===== src/verilog/amsf_pkg.sv =====
package amsf_pkg;

  // ----------------------------------------
  // Sizes
  // ----------------------------------------
  localparam int AXES = 32;
  localparam int ADDR_W = 6;
  localparam int DATA_W = 32;
  localparam int IRQ_W = 4;

  // ----------------------------------------
  // Register byte offsets
  // ----------------------------------------
  localparam logic [ADDR_W-1:0] REG_SPD_CHG = 6'h00;
  localparam logic [ADDR_W-1:0] REG_AUTO_DECEL = 6'h04;
  localparam logic [ADDR_W-1:0] REG_ZERO_SPD = 6'h08;
  localparam logic [ADDR_W-1:0] REG_LOOP_MON = 6'h0C;
  localparam logic [ADDR_W-1:0] REG_LOOP_CMD = 6'h10;
  localparam logic [ADDR_W-1:0] REG_VARIANT = 6'h14;
  localparam logic [ADDR_W-1:0] REG_IRQ_STATUS = 6'h18;
  localparam logic [ADDR_W-1:0] REG_IRQ_ENABLE = 6'h1C;
  localparam logic [ADDR_W-1:0] REG_IRQ_CLEAR = 6'h20;
  localparam logic [ADDR_W-1:0] REG_START_ACC = 6'h24;

  // ----------------------------------------
  // Axis count variants and valid masks
  // ----------------------------------------
  localparam logic [1:0] VARIANT_32 = 2'h0;
  localparam logic [1:0] VARIANT_16 = 2'h1;
  localparam logic [1:0] VARIANT_8 = 2'h2;
  localparam logic [AXES-1:0] MASK_32 = 32'hFFFFFFFF;
  localparam logic [AXES-1:0] MASK_16 = 32'h0000FFFF;
  localparam logic [AXES-1:0] MASK_8 = 32'h000000FF;

  // ----------------------------------------
  // Interrupt status bit positions
  // ----------------------------------------
  localparam int IRQ_SPD_CHG = 0;
  localparam int IRQ_AUTO_DECEL = 1;
  localparam int IRQ_ZERO_SPD = 2;
  localparam int IRQ_LOOP = 3;

  // ----------------------------------------
  // Reset values
  // ----------------------------------------
  localparam logic [AXES-1:0] AXES_CLEAR = 32'h00000000;
  localparam logic [IRQ_W-1:0] IRQ_CLEAR_VAL = 4'h0;
  localparam logic [DATA_W-1:0] DATA_ZERO = 32'h00000000;

endpackage


===== src/verilog/amsf_status_flags.sv =====
// Implementation choices: the Avalon-MM interface to the registers and the placing of the registers.
`timescale 1ns/1ps

module amsf_status_flags (
  input wire logic sys_clk,
  input wire logic rst,
  input wire logic op_cycle_tick,
  input wire logic [amsf_pkg::AXES-1:0] program_speed_change_instruction,
  input wire logic [amsf_pkg::AXES-1:0] plc_side_speed_change_instruction,
  input wire logic [amsf_pkg::AXES-1:0] zero_speed_request,
  input wire logic [amsf_pkg::AXES-1:0] axis_started,
  input wire logic [amsf_pkg::AXES-1:0] auto_decel_phase,
  input wire logic [amsf_pkg::AXES-1:0] followup_mode,
  input wire logic [amsf_pkg::AXES-1:0] const_speed_mode,
  input wire logic [amsf_pkg::AXES-1:0] final_point,
  input wire logic [amsf_pkg::AXES-1:0] jog_release_decel,
  input wire logic [amsf_pkg::AXES-1:0] pulse_generator_active,
  input wire logic [amsf_pkg::AXES-1:0] stop_decel,
  input wire logic [amsf_pkg::AXES-1:0] zero_travel,
  input wire logic [amsf_pkg::AXES-1:0] command_address_change,
  input wire logic [amsf_pkg::AXES-1:0] start_complete,
  input wire logic [amsf_pkg::AXES-1:0] stop_cause_done,
  input wire logic [amsf_pkg::AXES-1:0] interp_active,
  input wire logic [amsf_pkg::ADDR_W-1:0] avs_address,
  input wire logic avs_read,
  input wire logic avs_write,
  input wire logic [amsf_pkg::DATA_W-1:0] avs_writedata,
  output logic [amsf_pkg::DATA_W-1:0] avs_readdata,
  output logic avs_waitrequest,
  output logic [amsf_pkg::AXES-1:0] speed_change_accepted_flag,
  output logic [amsf_pkg::AXES-1:0] auto_decelerating_flag,
  output logic [amsf_pkg::AXES-1:0] zero_speed_accepted_flag,
  output logic [amsf_pkg::AXES-1:0] loop_mode_monitor_flag,
  output logic [amsf_pkg::AXES-1:0] loop_change_command,
  output logic [amsf_pkg::AXES-1:0] start_accepted_flag,
  output logic [amsf_pkg::AXES-1:0] restart_inhibit,
  output logic irq
);

  // ----------------------------------------
  // State
  // ----------------------------------------
  typedef enum logic [1:0] {
    AMSF_BUS_IDLE = 2'b01,
    AMSF_BUS_ANSWER = 2'b10
  } amsf_bus_t;

  typedef struct packed {
    amsf_bus_t bus;
    logic wait_req;
    logic [amsf_pkg::DATA_W-1:0] rdata;
    logic [amsf_pkg::AXES-1:0] spd;
    logic [amsf_pkg::AXES-1:0] decel;
    logic [amsf_pkg::AXES-1:0] zero;
    logic [amsf_pkg::AXES-1:0] loop_mon;
    logic [amsf_pkg::AXES-1:0] loop_cmd;
    logic [amsf_pkg::AXES-1:0] start_acc;
    logic [amsf_pkg::AXES-1:0] inhibit;
    logic [1:0] variant;
    logic [amsf_pkg::IRQ_W-1:0] status;
    logic [amsf_pkg::IRQ_W-1:0] enable;
    logic irq;
  } amsf_state_t;

  amsf_state_t state_reg;
  amsf_state_t state_next;

  // Valid axes for the selected variant
  function automatic logic [amsf_pkg::AXES-1:0] axis_mask(input logic [1:0] variant);
    logic [amsf_pkg::AXES-1:0] m;
    m = amsf_pkg::MASK_32;
    if (variant == amsf_pkg::VARIANT_16) begin
      m = amsf_pkg::MASK_16;
    end else if (variant == amsf_pkg::VARIANT_8) begin
      m = amsf_pkg::MASK_8;
    end
    return m;
  endfunction

  // Any newly raised flag
  function automatic logic rose(input logic [amsf_pkg::AXES-1:0] now, input logic [amsf_pkg::AXES-1:0] was);
    return |(now & ~was);
  endfunction

  // ----------------------------------------
  // Next-state logic
  // ----------------------------------------
  always_comb begin
    logic [amsf_pkg::AXES-1:0] mask;
    logic [amsf_pkg::AXES-1:0] qual;
    logic [amsf_pkg::AXES-1:0] kill;
    logic [amsf_pkg::AXES-1:0] block;
    logic [amsf_pkg::AXES-1:0] acc;
    logic [amsf_pkg::AXES-1:0] grp;
    logic [amsf_pkg::AXES-1:0] zclr;
    logic [amsf_pkg::IRQ_W-1:0] ev;
    logic [amsf_pkg::IRQ_W-1:0] clr;
    logic commit;
    mask = axis_mask(state_reg.variant);
    qual = '0;
    kill = '0;
    block = '0;
    acc = '0;
    grp = '0;
    zclr = '0;
    ev = '0;
    clr = '0;
    commit = 1'b0;
    state_next = state_reg;

    // Flag update once per operation cycle
    // per-cycle update
    if (op_cycle_tick) begin
      state_next.spd = ((state_reg.spd & axis_started) | program_speed_change_instruction) & mask;

      qual = auto_decel_phase & (~const_speed_mode | final_point)
             & ~(jog_release_decel | pulse_generator_active | stop_decel | zero_travel);
      kill = (followup_mode & command_address_change) | start_complete;
      state_next.decel = qual & ~kill & mask;

      block = jog_release_decel | stop_decel | (state_reg.decel & ~followup_mode);
      acc = zero_speed_request & axis_started & ~block;
      grp = (|(acc & interp_active)) ? interp_active : amsf_pkg::AXES_CLEAR;
      zclr = ((program_speed_change_instruction | plc_side_speed_change_instruction) & ~zero_speed_request)
             | stop_cause_done;
      state_next.zero = ((state_reg.zero & ~zclr) | acc | grp) & mask;

      state_next.start_acc = (axis_started | state_next.zero) & mask;
      state_next.inhibit = state_next.zero & mask;
      state_next.loop_mon = state_reg.loop_cmd & mask;
    end

    // Avalon handshake: answer one cycle after request
    commit = 1'b0;
    unique case (state_reg.bus)
      AMSF_BUS_IDLE: begin
        state_next.wait_req = 1'b1;
        if (avs_read || avs_write) begin
          state_next.bus = AMSF_BUS_ANSWER;
          state_next.wait_req = 1'b0;
          unique case (avs_address)
            amsf_pkg::REG_SPD_CHG: state_next.rdata = state_reg.spd;
            amsf_pkg::REG_AUTO_DECEL: state_next.rdata = state_reg.decel;
            amsf_pkg::REG_ZERO_SPD: state_next.rdata = state_reg.zero;
            amsf_pkg::REG_LOOP_MON: state_next.rdata = state_reg.loop_mon;
            amsf_pkg::REG_LOOP_CMD: state_next.rdata = state_reg.loop_cmd;
            amsf_pkg::REG_VARIANT: state_next.rdata = {30'h0, state_reg.variant};
            amsf_pkg::REG_IRQ_STATUS: state_next.rdata = {28'h0000000, state_reg.status};
            amsf_pkg::REG_IRQ_ENABLE: state_next.rdata = {28'h0000000, state_reg.enable};
            amsf_pkg::REG_START_ACC: state_next.rdata = state_reg.start_acc;
            default: state_next.rdata = amsf_pkg::DATA_ZERO;
          endcase
        end
      end
      AMSF_BUS_ANSWER: begin
        state_next.bus = AMSF_BUS_IDLE;
        state_next.wait_req = 1'b1;
        commit = avs_write;
      end
      default: begin
        state_next.bus = AMSF_BUS_IDLE;
        state_next.wait_req = 1'b1;
      end
    endcase

    // Register writes take effect on the accepting edge
    if (commit) begin
      unique case (avs_address)
        amsf_pkg::REG_LOOP_CMD: state_next.loop_cmd = avs_writedata;
        amsf_pkg::REG_VARIANT: state_next.variant = avs_writedata[1:0];
        amsf_pkg::REG_IRQ_ENABLE: state_next.enable = avs_writedata[amsf_pkg::IRQ_W-1:0];
        amsf_pkg::REG_IRQ_CLEAR: clr = avs_writedata[amsf_pkg::IRQ_W-1:0];
        default: clr = '0;
      endcase
    end

    // Sticky events, set wins over clear
    ev[amsf_pkg::IRQ_SPD_CHG] = rose(state_next.spd, state_reg.spd);
    ev[amsf_pkg::IRQ_AUTO_DECEL] = rose(state_next.decel, state_reg.decel);
    ev[amsf_pkg::IRQ_ZERO_SPD] = rose(state_next.zero, state_reg.zero);
    ev[amsf_pkg::IRQ_LOOP] = |(state_next.loop_mon ^ state_reg.loop_mon);
    state_next.status = (state_reg.status & ~clr) | ev;
    state_next.irq = |(state_next.status & state_next.enable);
  end

  // ----------------------------------------
  // State register
  // ----------------------------------------
  always_ff @(posedge sys_clk) begin
    if (rst) begin
      state_reg.bus <= AMSF_BUS_IDLE;
      state_reg.wait_req <= 1'b1;
      state_reg.rdata <= amsf_pkg::DATA_ZERO;
      state_reg.spd <= amsf_pkg::AXES_CLEAR;
      state_reg.decel <= amsf_pkg::AXES_CLEAR;
      state_reg.zero <= amsf_pkg::AXES_CLEAR;
      state_reg.loop_mon <= amsf_pkg::AXES_CLEAR;
      state_reg.loop_cmd <= amsf_pkg::AXES_CLEAR;
      state_reg.start_acc <= amsf_pkg::AXES_CLEAR;
      state_reg.inhibit <= amsf_pkg::AXES_CLEAR;
      state_reg.variant <= amsf_pkg::VARIANT_32;
      state_reg.status <= amsf_pkg::IRQ_CLEAR_VAL;
      state_reg.enable <= amsf_pkg::IRQ_CLEAR_VAL;
      state_reg.irq <= 1'b0;
    end else begin
      state_reg <= state_next;
    end
  end

  // Outputs straight from the state register
  assign avs_readdata = state_reg.rdata;
  assign avs_waitrequest = state_reg.wait_req;
  assign speed_change_accepted_flag = state_reg.spd;
  assign auto_decelerating_flag = state_reg.decel;
  assign zero_speed_accepted_flag = state_reg.zero;
  assign loop_mode_monitor_flag = state_reg.loop_mon;
  assign loop_change_command = state_reg.loop_cmd;
  assign start_accepted_flag = state_reg.start_acc;
  assign restart_inhibit = state_reg.inhibit;
  assign irq = state_reg.irq;

  // ----------------------------------------
  // Assertions
  // ----------------------------------------
  a_spd_set: assert property (
    @(posedge sys_clk) disable iff (rst)
    op_cycle_tick |=> ((state_reg.spd & $past(program_speed_change_instruction & axis_mask(state_reg.variant)))
                       == $past(program_speed_change_instruction & axis_mask(state_reg.variant))))
    else $error("program speed change did not set flag");

  a_plc_no_set: assert property (
    @(posedge sys_clk) disable iff (rst)
    op_cycle_tick |=> ((state_reg.spd & $past(plc_side_speed_change_instruction
                        & ~program_speed_change_instruction & ~state_reg.spd)) == '0))
    else $error("PLC-side speed change set flag");

  a_decel_suppr: assert property (
    @(posedge sys_clk) disable iff (rst)
    op_cycle_tick |=> ((state_reg.decel & $past(jog_release_decel | pulse_generator_active
                        | stop_decel | zero_travel)) == '0))
    else $error("decel flag set in suppressed case");

  a_decel_final: assert property (
    @(posedge sys_clk) disable iff (rst)
    op_cycle_tick |=> ((state_reg.decel & $past(const_speed_mode & ~final_point)) == '0))
    else $error("decel flag set at intermediate point");

  a_decel_done: assert property (
    @(posedge sys_clk) disable iff (rst)
    op_cycle_tick |=> ((state_reg.decel & $past(start_complete)) == '0))
    else $error("decel flag survived completion");

  a_zero_refuse: assert property (
    @(posedge sys_clk) disable iff (rst)
    (op_cycle_tick && interp_active == '0) |=> ((state_reg.zero & ~$past(state_reg.zero)
      & $past(jog_release_decel | stop_decel | (state_reg.decel & ~followup_mode))) == '0))
    else $error("refused zero request was accepted");

  a_zero_clear: assert property (
    @(posedge sys_clk) disable iff (rst)
    (op_cycle_tick && zero_speed_request == '0) |=> ((state_reg.zero & $past(stop_cause_done)) == '0))
    else $error("zero flag survived stop completion");

  a_start_hold: assert property (
    @(posedge sys_clk) disable iff (rst)
    ##1 ((state_reg.zero & ~state_reg.start_acc) == '0))
    else $error("start flag dropped while zero request held");

  a_loop_follow: assert property (
    @(posedge sys_clk) disable iff (rst)
    (op_cycle_tick && $stable(state_reg.variant)) |=> (state_reg.loop_mon
      == $past(state_reg.loop_cmd & axis_mask(state_reg.variant))))
    else $error("loop monitor does not follow command");

  a_flags_hold: assert property (
    @(posedge sys_clk) disable iff (rst)
    !op_cycle_tick |=> ($stable(state_reg.spd) && $stable(state_reg.decel) && $stable(state_reg.zero)))
    else $error("flags changed outside operation cycle");

  a_axis_mask: assert property (
    @(posedge sys_clk) disable iff (rst)
    (op_cycle_tick && $stable(state_reg.variant)) |=> ((state_reg.zero | state_reg.spd | state_reg.decel)
      & ~$past(axis_mask(state_reg.variant))) == '0)
    else $error("flag set on axis outside variant");

  a_decel_addr: assert property (
    @(posedge sys_clk) disable iff (rst)
    op_cycle_tick |=> ((state_reg.decel & $past(followup_mode & command_address_change)) == '0))
    else $error("decel flag survived command address change");

  a_zero_accept: assert property (
    @(posedge sys_clk) disable iff (rst)
    op_cycle_tick |=> ((~state_reg.zero & $past(zero_speed_request & axis_started & axis_mask(state_reg.variant)
      & ~(jog_release_decel | stop_decel | (state_reg.decel & ~followup_mode)))) == '0))
    else $error("accepted zero request did not set flag");

  a_zero_group: assert property (
    @(posedge sys_clk) disable iff (rst)
    (op_cycle_tick && ((zero_speed_request & axis_started & interp_active
      & ~(jog_release_decel | stop_decel | (state_reg.decel & ~followup_mode))) != '0))
      |=> ((~state_reg.zero & $past(interp_active & axis_mask(state_reg.variant))) == '0))
    else $error("interpolation group missing zero flag");

  a_inhibit_hold: assert property (
    @(posedge sys_clk) disable iff (rst)
    op_cycle_tick |=> ((state_reg.zero & ~state_reg.inhibit) == '0))
    else $error("restart allowed while zero request held");

  a_bus_answer: assert property (
    @(posedge sys_clk) disable iff (rst)
    ((avs_read || avs_write) && state_reg.bus == AMSF_BUS_IDLE) |=> !avs_waitrequest ##1 avs_waitrequest)
    else $error("bus answer not one cycle");

endmodule

===== config.mk =====
export PLATFORM = sky130hd
export DESIGN_NAME = amsf_status_flags
export DESIGN_NICKNAME = d
export VERILOG_FILES = /design/src/verilog/amsf_pkg.sv /design/src/verilog/amsf_status_flags.sv
export SDC_FILE = /design/constraint.sdc
export NUM_CORES = 1
export LEC_CHECK = 0
export ABC_AREA = 1
export BUFFER_PORTS_ARGS = -buffer_cell sky130_fd_sc_hd__buf_2
export CORE_AREA = 3 3 319 321
export CTS_BUF_LIST = sky130_fd_sc_hd__clkbuf_8
export DETAILED_ROUTE_END_ITERATION = 8
export DIE_AREA = 0 0 322 324
export SETUP_SLACK_MARGIN = 0.5
export SYNTH_ARGS = -nofsm -noshare
export SYNTH_HDL_FRONTEND = slang
export SYNTH_SLANG_ARGS = --single-unit
export TNS_END_PERCENT = 20

===== constraint.sdc =====
create_clock -name sys_clk -period 6.2 [get_ports sys_clk]
set_clock_uncertainty 0.05 [all_clocks]
set_input_delay 1.24 -clock sys_clk [delete_from_list [all_inputs] [get_ports sys_clk]]
set_output_delay 1.24 -clock sys_clk [all_outputs]
set_load 0.02 [all_outputs]

==> out/results.tsv <==
metric	value	unit
Async S/R FF share, synth	0	%
Final Cycle Share	62.2	%
Finished Cell Area	21800	um^2
CP Class	reg -> reg	
Slew Viols, Final	0	
Setup TNS Final	0	ns
DR vias/cell	4.59	
fill count	11600	
boundary pin count	813	
Hold Path Stages	2	
Final Power	5.33	mW
RSZ-0062 raised after global routing	false	
most frequent cells in the layout	buf_2, nand2_1, inv_1	
worst slew pin tran	0.949	ns
std cell rows	116	
DRC viols	0	
H-tree levels	2	
Seq/Total Area, Yosys	32.3	%
IR drop worst, VDD	0.155	mV
Final Hold Vio Count	0	
Post-synth EDFFs	0	
CTS Hold Buffers Added	0	
Crit Path Max Fanout	25	
Placed Area	20300	um^2
Finished Layout Cells	4478	
Final min period	3.86	ns
post-route worst setup slack	2.34	ns
Post-Syn Area	16700	um^2
first-pass GRT wire length	178	mm
height of the chip	324	um
fraction of layout cells with a size suffix above 1	31.0	%
Fmax achieved	259	MHz
FF+latch count, synth	270	
total track usage	25.7	%
Setup crit end kind	flop	
detailed-route wire length	140	mm
Relative slew margins	36.7	%
routability-driven placement congestion ratio	0.971	
status	finished, final reports clean	
antenna violations before repair	104	
post-route ant nets	0	
CTS tree	yes	
leakage power	10.3	nW
Hold Path Class	reg -> reg	
DIE AREA	104000	um^2
initial core utilization	16.8	%
drt wl/cell	31.3	um
Inserted Clock Buffers	59	
total gr overflow	0	
final net count	3643	
top cells by area, synth	dfxtp_1, buf_4, nand2_1	
maximum root-to-sink buffer count	3	
clk_lat worst skew	0.76	ns
IO Port Bufs	812	
Final setup viols	0	
hpwl dp	121	mm
synth warn	0	
PostCTS Resize Cnt	0	
die width	322	um
area leader, netlist	dfxtp_1	
Final Core Density	21.9	%
GRT Max-Usage Layer	met2	
largest net degree at the start of global routing	66	
Critical Path AT	4.46	ns
startpoint types	flop	
worst slack, placed	1.44	ns
Synth Net Count	3091	
most common cell after layout, fill and taps aside	buf_2	
M3 GR Usage	9.62	%
Syn Inst Count	2535	
routing usage on met1	32.3	%
synth-to-layout area growth	30.5	%
Max Cap Viol	0	
clock root buffer	clkbuf_8	
Core Area	99600	um^2
Synth top area share	32.3	%
pwr dens	244	nW/um^2
WHS	0.413	ns
first drt pass iteration count	6	
Placed Cells	4324	
synth unique cells	49	
mean area per synthesized cell	6.60	um^2
DR vias	20500	
top_reg_cell synth	dfxtp_1	
clk slew on worst S/H paths	0.06	ns
CP Data Required Time	6.80	ns
GRT met2 Usage	39.7	%
Reg2Reg Depth	18	
CTS Sinks	270	
initial drt markers	2217	
vias in the first global route	19200	
Setup Fix Bufs, Post-CTS	0	
[synthesized netlist by cell type (all sizes together) (2+ instances only)]
library cell	count
nor3	12
o21ai	137
a221oi	15
a22oi	8
nand4	40
nor3b	4
nand3	116
dfxtp	270
xor2	8
nand3b	4
nor4	7
nand2	496
a31oi	26
clkinv	2
o21a	4
o22ai	58
o2111ai	6
clkbuf	67
a2111oi	3
o31ai	41
a211oi	19
o21bai	3
a21oi	253
inv	339
buf	289
nor4b	22
nor2	264
o211ai	10
o221ai	7
[logic make-up after synthesis]
family / Yosys count / share of synthesized area [%]
and+or+nand+nor: 966 / 24.5
DFF: 270 / 32.3
buffers and inverters: 697 / 22.0
AOI/OAI and AO/OA: 593 / 20.6
adders and majority gates: 1 / 0.0748
xor gates and xnor gates: 8 / 0.419
[area by class of cell]
cell class / instances / area, um^2 / area share (%)
flip-flops and latches: 270 / 5410 / 24.8
multi-input cells: 1568 / 7650 / 35.1
diodes: 43 / 108 / 0.493
well taps: 1298 / 1620 / 7.44
clock inverters: 31 / 308 / 1.41
inverters: 341 / 1290 / 5.89
repair buffers: 847 / 4340 / 19.9
clock buffers: 80 / 1100 / 5.05
[worst paths after layout]
path,startpoint,end,slack [ns]
setup reg to reg,auto_decelerating_flag[3]$_SDFF_PP0_,state_reg[7]$_SDFF_PP0_,2.34
hold reg to reg,avs_readdata[26]$_SDFFE_PP0P_,avs_readdata[26]$_SDFFE_PP0P_,0.41
hold / removal,avs_readdata[26]$_SDFFE_PP0P_,avs_readdata[26]$_SDFFE_PP0P_,0.41
setup / recovery,auto_decelerating_flag[3]$_SDFF_PP0_,state_reg[7]$_SDFF_PP0_,2.34
[worst max-delay path, cell delays in order, from the launching register on]
cell     delay, ns
dfxtp_1       0.66
nand2_1       0.30
nand4_1       0.16
nand2_1       0.14
nor2_1        0.13
nand2_1       0.06
nor2_1        0.14
nand2_2       0.48
buf_4         0.40
nand2_1       0.10
nand2_1       0.10
nand3_1       0.09
nand2_1       0.08
nor2_1        0.37
nand2_1       0.10
nor2_1        0.15
nand3_1       0.13
nand2_1       0.09
inv_1         0.06
[power breakdown]
group | internal (mW) | switching, mW
logic | 0.312 | 0.724
clock network | 1.40 | 1.02
registers | 1.81 | 0.0603
[layer usage]
layer	part of all wire (%)	vias to the layer above	wire length, um
met1	41	9755	57900
met2	44	1194	61900
met3	11	239	14900
li1	-	9297	-
met5	0.31	-	434
met4	3.5	64	4880
(Power assumes the default switching activity.)
